### src/qca_pkg.sv
// constants and types for one compensated quadrature axis
package qca_pkg;
  // ------------------------------------------------------------
  // clock and rates
  // ------------------------------------------------------------
  localparam int          CLK_HZ      = 20_000_000;
  localparam int          IN_RATE_HZ  = 2_500_000;
  localparam int          OUT_RATE_HZ = 2_500_000;
  localparam logic [7:0]  IN_DIV_RST  = 8'(CLK_HZ / IN_RATE_HZ);
  localparam logic [7:0]  OUT_DIV_RST = 8'(CLK_HZ / OUT_RATE_HZ);
  localparam int          CNT_W       = 32;
  // ------------------------------------------------------------
  // register indices
  // ------------------------------------------------------------
  localparam logic [3:0]  A_CTRL   = 4'h0;
  localparam logic [3:0]  A_RATE   = 4'h1;
  localparam logic [3:0]  A_RES    = 4'h2;
  localparam logic [3:0]  A_COMP01 = 4'h3;
  localparam logic [3:0]  A_COMP23 = 4'h4;
  localparam logic [3:0]  A_STAT   = 4'h5;
  localparam logic [3:0]  A_MASK   = 4'h6;
  localparam logic [3:0]  A_INCNT  = 4'h7;
  localparam logic [3:0]  A_OUTCNT = 4'h8;
  localparam logic [3:0]  A_STATE  = 4'h9;
  // ------------------------------------------------------------
  // control bits
  // ------------------------------------------------------------
  localparam int          C_INHIBIT = 0;
  localparam int          C_CLRERR  = 1;
  localparam int          C_INDIR   = 2;
  localparam int          C_OUTDIR  = 3;
  localparam int          C_REFSRC  = 4;
  localparam int          C_FMT     = 5;
  localparam int          C_TRI     = 6;
  localparam int          C_COMPEN  = 8;
  localparam logic        INHIBIT_RST = 1'b1;
  localparam logic        REF_ENC   = 1'b0;
  localparam logic        FMT_DIG   = 1'b0;
  // status bits
  localparam int          S_INERR  = 0;
  localparam int          S_FOLLOW = 1;
  localparam int          S_REF    = 2;
  localparam int          S_REJECT = 3;
  localparam int          S_W      = 4;
  // resolution field positions
  localparam int          R_ENC = 0;
  localparam int          R_IN  = 4;
  localparam int          R_OUT = 8;
  localparam int          R_LIM = 12;
  localparam int          LIM_SETTINGS = 11;
  localparam int          MAX_SHIFT    = 3;
  // allowed input resolution codes per encoder type, one bit per code
  localparam logic [7:0]  ENC_RES_MASK [4] = '{8'h0f, 8'h1e, 8'h3c, 8'hf0};
  typedef enum logic {MODE_CFG, MODE_COMP} mode_t;
endpackage

### src/qca_axis.sv
// one axis: encoder sampling, count scaling, compensated quadrature output
//
// Our own choices: the placing of the registers and the plain strobed port.
module qca_axis
  import qca_pkg::*;
(
  input  wire logic              clk,
  input  wire logic              reset,
  input  wire logic [3:0]        addr,
  input  wire logic [31:0]       wdata,
  input  wire logic              wr,
  input  wire logic              rd,
  output logic      [31:0]       rdata,
  output logic                   irq,
  input  wire logic              inhibit_strap,
  input  wire logic              enc_a,
  input  wire logic              enc_b,
  input  wire logic              ref_p,
  input  wire logic              ref_n,
  input  wire logic              ext_ref_switch_port,
  output logic                   quad_a_p,
  output logic                   quad_a_n,
  output logic                   quad_b_p,
  output logic                   quad_b_n,
  output logic                   quad_oe,
  output logic      [1:0]        ana_phase,
  output logic                   ana_en
);
  // ------------------------------------------------------------
  // helpers
  // ------------------------------------------------------------
  function automatic logic [1:0] phase_of(input logic a, input logic b);
    phase_of = {a, a ^ b};
  endfunction

  function automatic logic [CNT_W-1:0] limit_of(input logic [3:0] s);
    limit_of = CNT_W'(1) << s;
  endfunction

  logic [31:0]       ctrl_q;
  logic [7:0]        in_div_q, out_div_q;
  logic [15:0]       res_q;
  logic [15:0]       comp_q [4];
  logic [S_W-1:0]    stat_q, mask_q, ev;
  logic              inhibit_q, strap_done_q, err_q;
  mode_t             mode_q;
  logic [7:0]        in_cnt_q, out_cnt_q;
  logic              in_tick, out_tick;
  logic [1:0]        in_ph_q, delta;
  logic              ref_q;
  logic [CNT_W-1:0]  acc_q, pos_q, target, diff;
  logic              step_up, step_dn, ref_now;
  logic              tri_en;

  wire wr_ctrl = wr && addr == A_CTRL;
  wire wr_rate = wr && addr == A_RATE;
  wire wr_res  = wr && addr == A_RES;
  wire digital = ctrl_q[C_FMT] == FMT_DIG;

  // ------------------------------------------------------------
  // configuration registers
  // ------------------------------------------------------------
  // control word; inhibit and tri-state handled separately
  always_ff @(posedge clk)
    if (reset)
      ctrl_q <= 32'h0000_0000;
    else if (wr_ctrl)
      ctrl_q <= wdata;

  // option exists only for digital output
  assign tri_en = ctrl_q[C_TRI] && digital;

  // stored inhibit caught after reset release, then software-owned
  always_ff @(posedge clk)
    if (reset)
    begin
      inhibit_q    <= INHIBIT_RST;
      strap_done_q <= 1'b0;
    end
    else
    begin
      strap_done_q <= 1'b1;
      if (!strap_done_q)
        inhibit_q <= inhibit_strap;
      else if (wr_ctrl)
        inhibit_q <= wdata[C_INHIBIT];
    end

  // rate dividers; zero is refused
  always_ff @(posedge clk)
    if (reset)
    begin
      in_div_q  <= IN_DIV_RST;
      out_div_q <= OUT_DIV_RST;
    end
    else if (wr_rate && wdata[7:0] != 8'h00 && wdata[15:8] != 8'h00)
    begin
      in_div_q  <= wdata[7:0];
      out_div_q <= wdata[15:8];
    end

  // resolutions and limit; invalid combinations rejected
  wire [3:0] w_in  = wdata[R_IN+:4];
  wire [3:0] w_out = wdata[R_OUT+:4];
  wire       res_ok = w_in < 4'h8 && w_out < 4'h8
                      && ENC_RES_MASK[wdata[R_ENC+:2]][w_in[2:0]]
                      && (w_out >= w_in ? w_out - w_in : w_in - w_out) <= 4'(MAX_SHIFT)
                      && wdata[R_LIM+:4] < 4'(LIM_SETTINGS);
  always_ff @(posedge clk)
    if (reset)
      res_q <= 16'h0000;
    else if (wr_res && res_ok)
      res_q <= wdata[15:0];

  // per-mode correction words from the compensation engine
  always_ff @(posedge clk)
    if (reset)
      comp_q <= '{default: 16'h0000};
    else if (wr && addr == A_COMP01)
      {comp_q[1], comp_q[0]} <= wdata;
    else if (wr && addr == A_COMP23)
      {comp_q[3], comp_q[2]} <= wdata;

  // ------------------------------------------------------------
  // mode control
  // ------------------------------------------------------------
  always_ff @(posedge clk)
    if (reset)
      mode_q <= MODE_CFG;
    else
      case (mode_q)
        MODE_CFG:  if (strap_done_q && !inhibit_q) mode_q <= MODE_COMP;
        MODE_COMP: if (inhibit_q) mode_q <= MODE_CFG;
        default:   mode_q <= MODE_CFG;
      endcase

  // ------------------------------------------------------------
  // rate ticks
  // ------------------------------------------------------------
  assign in_tick  = in_cnt_q == 8'h00;
  assign out_tick = out_cnt_q == 8'h00;
  always_ff @(posedge clk)
    if (reset)
    begin
      in_cnt_q  <= 8'h00;
      out_cnt_q <= 8'h00;
    end
    else
    begin
      in_cnt_q  <= in_tick ? in_div_q - 8'h01 : in_cnt_q - 8'h01;
      out_cnt_q <= out_tick ? out_div_q - 8'h01 : out_cnt_q - 8'h01;
    end

  // ------------------------------------------------------------
  // input decode
  // ------------------------------------------------------------
  assign delta   = phase_of(enc_a, enc_b) - in_ph_q;
  assign step_up = in_tick && (ctrl_q[C_INDIR] ? delta == 2'h3 : delta == 2'h1);
  assign step_dn = in_tick && (ctrl_q[C_INDIR] ? delta == 2'h1 : delta == 2'h3);
  assign ref_now = ctrl_q[C_REFSRC] == REF_ENC ? (ref_p && !ref_n) : ext_ref_switch_port;

  // sampled phase, reference level and accumulated count
  always_ff @(posedge clk)
    if (reset)
    begin
      in_ph_q <= 2'h0;
      ref_q   <= 1'b0;
      acc_q   <= '0;
    end
    else if (in_tick)
    begin
      in_ph_q <= phase_of(enc_a, enc_b);
      ref_q   <= ref_now;
      if (step_up)
        acc_q <= acc_q + CNT_W'(1);
      else if (step_dn)
        acc_q <= acc_q - CNT_W'(1);
    end

  // ------------------------------------------------------------
  // scaling and compensation
  // ------------------------------------------------------------
  always_comb
  begin
    logic [3:0] ri, ro;
    ri = res_q[R_IN+:4];
    ro = res_q[R_OUT+:4];
    target = ro >= ri ? acc_q << (ro - ri) : CNT_W'($signed(acc_q) >>> (ri - ro));
    for (int i = 0; i < 4; i++)
      if (ctrl_q[C_COMPEN+i] && mode_q == MODE_COMP)
        target = target + CNT_W'($signed(comp_q[i]));
  end
  assign diff = target - pos_q;

  // ------------------------------------------------------------
  // output generator
  // ------------------------------------------------------------
  // one step per tick in compensation mode; realign silently in config
  always_ff @(posedge clk)
    if (reset)
      pos_q <= '0;
    else if (mode_q == MODE_CFG)
      pos_q <= target;
    else if (out_tick && diff != '0)
      pos_q <= diff[CNT_W-1] ? pos_q - CNT_W'(1) : pos_q + CNT_W'(1);

  // drivers; phase order swapped for inverted sense
  always_ff @(posedge clk)
    if (reset)
    begin
      quad_a_p  <= 1'b0;
      quad_b_p  <= 1'b0;
      ana_phase <= 2'h0;
    end
    else
    begin
      quad_a_p  <= ctrl_q[C_OUTDIR] ? pos_q[1] ^ pos_q[0] : pos_q[1];
      quad_b_p  <= ctrl_q[C_OUTDIR] ? pos_q[1] : pos_q[1] ^ pos_q[0];
      ana_phase <= ctrl_q[C_OUTDIR] ? 2'h0 - pos_q[1:0] : pos_q[1:0];
    end
  assign quad_a_n = !quad_a_p;
  assign quad_b_n = !quad_b_p;

  // format select and float on error
  always_ff @(posedge clk)
    if (reset)
    begin
      quad_oe <= 1'b0;
      ana_en  <= 1'b0;
    end
    else
    begin
      quad_oe <= digital && !(tri_en && err_q);
      ana_en  <= !digital;
    end

  // ------------------------------------------------------------
  // errors and interrupts
  // ------------------------------------------------------------
  always_comb
  begin
    ev           = '0;
    ev[S_INERR]  = in_tick && delta == 2'h2;
    ev[S_FOLLOW] = mode_q == MODE_COMP
                   && (diff[CNT_W-1] ? -diff : diff) > limit_of(res_q[R_LIM+:4]);
    ev[S_REF]    = in_tick && ref_now && !ref_q;
    ev[S_REJECT] = (wr_res && !res_ok) || (wr_rate && (wdata[7:0] == 8'h00 || wdata[15:8] == 8'h00));
  end

  // error stands until cleared; a new error wins over the clear
  always_ff @(posedge clk)
    if (reset)
      err_q <= 1'b0;
    else
      err_q <= ev[S_INERR] || ev[S_FOLLOW] || (err_q && !(wr_ctrl && wdata[C_CLRERR]));

  // sticky status, cleared by read, set wins
  always_ff @(posedge clk)
    if (reset)
    begin
      stat_q <= '0;
      mask_q <= '0;
    end
    else
    begin
      stat_q <= ((rd && addr == A_STAT) ? '0 : stat_q) | ev;
      if (wr && addr == A_MASK)
        mask_q <= wdata[S_W-1:0];
    end
  assign irq = |(stat_q & mask_q);

  // ------------------------------------------------------------
  // read port
  // ------------------------------------------------------------
  always_ff @(posedge clk)
    if (reset)
      rdata <= 32'h0000_0000;
    else if (rd)
      case (addr)
        A_CTRL:   rdata <= {ctrl_q[31:C_TRI+1], tri_en, ctrl_q[C_FMT:C_INDIR], 1'b0, inhibit_q};
        A_RATE:   rdata <= {16'h0000, out_div_q, in_div_q};
        A_RES:    rdata <= {16'h0000, res_q};
        A_COMP01: rdata <= {comp_q[1], comp_q[0]};
        A_COMP23: rdata <= {comp_q[3], comp_q[2]};
        A_STAT:   rdata <= {28'h0000000, stat_q};
        A_MASK:   rdata <= {28'h0000000, mask_q};
        A_INCNT:  rdata <= acc_q;
        A_OUTCNT: rdata <= pos_q;
        A_STATE:  rdata <= {29'h00000000, quad_oe, err_q, mode_q == MODE_COMP};
        default:  rdata <= 32'h0000_0000;
      endcase
    else
      rdata <= 32'h0000_0000;

  // ------------------------------------------------------------
  // assertions
  // ------------------------------------------------------------
  property p_in_rate;
    @(posedge clk) disable iff (reset)
    (in_tick && in_div_q == IN_DIV_RST) |=> !in_tick [*7] ##1 in_tick;
  endproperty
  a_in_rate: assert property (p_in_rate) else $error("input sample tick spacing wrong");

  property p_in_dir;
    @(posedge clk) disable iff (reset)
    (in_tick && delta == 2'h1 && !ctrl_q[C_INDIR]) |=> acc_q == $past(acc_q) + CNT_W'(1);
  endproperty
  a_in_dir: assert property (p_in_dir) else $error("forward step did not count up");

  property p_ref_ext;
    @(posedge clk) disable iff (reset)
    (in_tick && ctrl_q[C_REFSRC] != REF_ENC && ext_ref_switch_port && !ref_q) |=> stat_q[S_REF];
  endproperty
  a_ref_ext: assert property (p_ref_ext) else $error("external reference edge missed");

  property p_out_rate;
    @(posedge clk) disable iff (reset)
    (out_tick && out_div_q > 8'h01) |=> !out_tick;
  endproperty
  a_out_rate: assert property (p_out_rate) else $error("update ticks too close");

  property p_step_tick;
    @(posedge clk) disable iff (reset)
    (mode_q == MODE_COMP && $past(mode_q) == MODE_COMP && pos_q != $past(pos_q))
      |-> $past(out_tick) && (pos_q - $past(pos_q) == CNT_W'(1) || $past(pos_q) - pos_q == CNT_W'(1));
  endproperty
  a_step_tick: assert property (p_step_tick) else $error("output step outside tick or too large");

  property p_float;
    @(posedge clk) disable iff (reset)
    (err_q && tri_en) |=> !quad_oe;
  endproperty
  a_float: assert property (p_float) else $error("outputs driven during error");

  property p_tri_ana;
    @(posedge clk) disable iff (reset)
    !digital |-> !tri_en ##1 !quad_oe && ana_en;
  endproperty
  a_tri_ana: assert property (p_tri_ana) else $error("digital drivers active in analogue format");

  property p_inhibit;
    @(posedge clk) disable iff (reset)
    (strap_done_q && inhibit_q) |=> mode_q == MODE_CFG;
  endproperty
  a_inhibit: assert property (p_inhibit) else $error("compensation mode while inhibited");

  property p_illegal;
    @(posedge clk) disable iff (reset)
    (in_tick && delta == 2'h2) |=> stat_q[S_INERR] && err_q && acc_q == $past(acc_q);
  endproperty
  a_illegal: assert property (p_illegal) else $error("illegal input change not flagged");
endmodule // qca_axis

### config.mk
export PLATFORM = sky130hd
export DESIGN_NAME = qca_axis
export DESIGN_NICKNAME = d
export VERILOG_FILES = /design/src/qca_pkg.sv /design/src/qca_axis.sv
export SDC_FILE = /design/constraint.sdc
export NUM_CORES = 1
export LEC_CHECK = 0
export ABC_CLOCK_PERIOD_IN_PS = 17140
export BUFFER_PORTS_ARGS = -buffer_cell sky130_fd_sc_hd__buf_2
export CORE_ASPECT_RATIO = 2
export CORE_MARGIN = 2
export CORE_UTILIZATION = 37
export DETAILED_ROUTE_END_ITERATION = 8
export PLACE_DENSITY = 0.58
export SETUP_SLACK_MARGIN = 0.2
export SLEW_MARGIN = 20
export SYNTH_ARGS = -nofsm -noshare
export SYNTH_HDL_FRONTEND = slang
export SYNTH_SLANG_ARGS = --single-unit
### constraint.sdc
create_clock -name clk -period 17.14 [get_ports clk]
set_clock_uncertainty 0.15 [all_clocks]
set_input_delay 3.428 -clock clk [delete_from_list [all_inputs] [get_ports clk]]
set_output_delay 3.428 -clock clk [all_outputs]
set_load 0.02 [all_outputs]
==> flow_metrics.tcl <==
set metrics [dict create \
    fmax_mhz 62.33 \
    die_y_um 384.4 \
    antennaDiodeCount 0 \
    hold_start "ctrl_q[20]" \
    post_synth.cell_area_avg_um2 7.324 \
    drv_cap 0 \
    synthCells 3656 \
    i_o_buffers 86 \
    worst-path-buf-inv 7 \
    critical_path.max_fanout 6 \
    cts-root-buf "clkbuf_16" \
    max_slew.worst_pin.slew_ps 1020 \
    min_to "ctrl_q[20]" \
    detail_route.iter0.violations 2022 \
    worst_r2r_path_depth 75 \
    outcome "completed" \
    rsz_0062_raised_after_global_routing "false" \
    cts.sink_count 258 \
    cpMostUsedCell "a21oi_1" \
    critPathMaxStageDelay_ps 600 \
    area_growth_syn_to_layout_pct 11.66 \
    worst_hold_path.num_cells 2 \
    core_region_area_um2 71650 \
    mostFrequentLayoutCell "nand2_1" \
    nets 4021 \
    rows 139 \
    congestion_overflow_gr 0 \
    drt_wl_total_mm 109.2 \
    mappedNetlistNets 3965 \
    postSynth.asyncResetShare_pct 0 \
    r2r-start "res_q[4]" \
    largest_net_degree_at_the_start_of_global_routing 175 \
    antenna_found_initial 2 \
    slew_headroom_pct 31.76 \
    cts.path.max_buffers 3 \
    critPathArrivalTime_ps 16400 \
    period_share_pct 93.60 \
    ant_nets 0 \
    cts.clk_slew.worst_paths_ps 70 \
    finalCriticalPeriod_ps 16040 \
    grt_first_pass_wirelength_mm 163.6 \
    gp_congestion 0.9956 \
    end_kind "register" \
    numCtsBuffers 28 \
    report.final.slew_viol_count 0 \
    postLayoutCellArea_um2 29900 \
    rrSetupSlack_ps 1100 \
    ys_warn_count 0 \
    drc_violations 0 \
    layout_common_cells "nand2_1 (533), a21oi_1 (460), nor2_1 (328)" \
    clk_latency_ps 630 \
    final.fill_count 7575 \
    final-hold-violation-count 0 \
    vias_in_the_first_global_route 27450 \
    critical_path_class "reg2reg" \
    syn_area_um2 26780 \
    grt_util_all_layers_pct 28.25 \
    destination_of_the_worst_register_to_register_timing_path "pos_q[30]" \
    synth-edff-count 0 \
    synth_seq_cells 258 \
    viasPerCell 5.991 \
    routed_wire_length_per_instance_um 23.51 \
    setup-tns-final_ps 0 \
    worstPathRequired_ps 17490 \
    ctsHtreeMaxLevel 1 \
    synth_flop_cell "dfxtp_1" \
    ys_seq_area_share_pct 19.29 \
    detailed_place.area_um2 28650 \
    drive_gt1_share_pct 11.56 \
    critPathSlowestCell "fa_2" \
    setup_violations 0 \
    synth.distinct_cells 87 \
    vias 27830 \
    dieWidth_um 194.2 \
    die_area_um2 74670 \
    dp_hpwl_mm 87.42 \
    cts_tree "yes" \
    crit_path_start_kind "register" \
    initial_utilization_pct 37.37 \
    drtPass1Iterations 6 \
    holdCritPathClass "reg2reg" \
    ctsHoldBuffers 0 \
    io_pins 87 \
    critical_path.top_delay_family "compound AO/OA/AOI/OAI gates" \
]
-- state kept, by name, indices dropped and copies added, names as in the netlist, 2 cells and up --
name and count:
comp_q 64, acc_q 32, pos_q 32, rdata 32
ctrl_q 30, res_q 16, in_cnt_q 8, in_div_q 8
out_cnt_q 8, out_div_q 8, mask_q 4, stat_q 4
in_ph_q 2
-- how the worst max path moves through the flow --
stage	from	to	slack [ps]	depth (start not counted)
after global placement	res_q[4]	pos_q[31]	-130	76
after detailed placement	res_q[4]	pos_q[30]	-150	76
final	res_q[4]	pos_q[30]	1100	75
after floorplan	res_q[4]	pos_q[30]	1530	77
after global routing	res_q[4]	pos_q[31]	180	76
after CTS	res_q[4]	pos_q[30]	310	75
-- per-layer routing --
| layer | GRT usage, % | up-vias | routed length, um |
|---|---|---|---|
| met2 | 52.38 | 900 | 55380 |
| met4 | 25.67 | 0 | 11640 |
| met1 | 27.35 | 13220 | 37280 |
| met3 | 3.043 | 360 | 4914 |
| li1 | - | 13340 | - |
| met5 | 0 | - | 0 |
-- cell usage after synthesis, types with 80 or more instances --
cell type    n  area (um^2)
nand2_1    535         2008
a21oi_1    470         2352
nor2_1     330         1239
dfxtp_1    258         5165
ha_1       254         3178
o21ai_0    176        880.8
clkbuf_1   167        626.9
xnor2_1    142         1244
inv_1      136        510.5
mux2i_1     95        950.9
a21o_1      90        675.7
xor2_1      80        700.7
-- final cells by class --
type / count / area [um^2] / share of cell area, %
Timing Repair Buffer: 221 / 1509 / 5.047
Clock buffer: 36 / 770.7 / 2.578
Multi-Input combinational cell: 3066 / 20640 / 69.03
Inverter: 137 / 514.2 / 1.720
Clock inverter: 11 / 152.6 / 0.5106
Tap cell: 916 / 1146 / 3.833
Sequential cell: 258 / 5166 / 17.28
-- metrics by stage --
stage                     setup slack (ps)  utilization, %  cells  hold slack (ps)
final                                 1097           41.72   4645            304.9
after floorplan                       1533               -   3656            270.8
after detailed placement            -146.3           39.98   4582            297.1
after global placement              -127.1           39.98   4582            292.6
after global routing                 178.3           41.72   4645            326.1
after CTS                            309.1           41.28   4629            306.5
-- logic make-up after synthesis --
kind of cell / count (synthesis) / synth area share [%]
flip-flops: 258 / 19.29
AO/OA/AOI/OAI: 1192 / 28.10
adder cells (fa/ha/maj): 263 / 12.54
XOR/XNOR: 225 / 7.467
buffers and inverters: 332 / 4.762
multiplexers: 160 / 7.547
AND/OR/NAND/NOR: 1226 / 20.29
-- worst reg2reg max path: cells and delay by family (launching register included) --
kind            cells  cell delay (ps)
mux                 4              990
buf+inv             7             1020
xor+xnor            7             1170
simple gates       11             2400
fa+ha+maj           8             2910
compound gates     38             6880
flops               1              390
-- what timing repair did --
| action | 4_1_cts | 5_1_grt |
|---|---|---|
| gates cloned | 0 | 0 |
| endpoints found under the setup margin | 9 | 17 |
| pin swaps | 0 | 11 |
| gates resized for setup | 4 | 50 |
| buffers inserted | 0 | 16 |
Power is not shown: default switching activity piles up to over one toggle a cycle in this logic, so the estimate is an artifact.
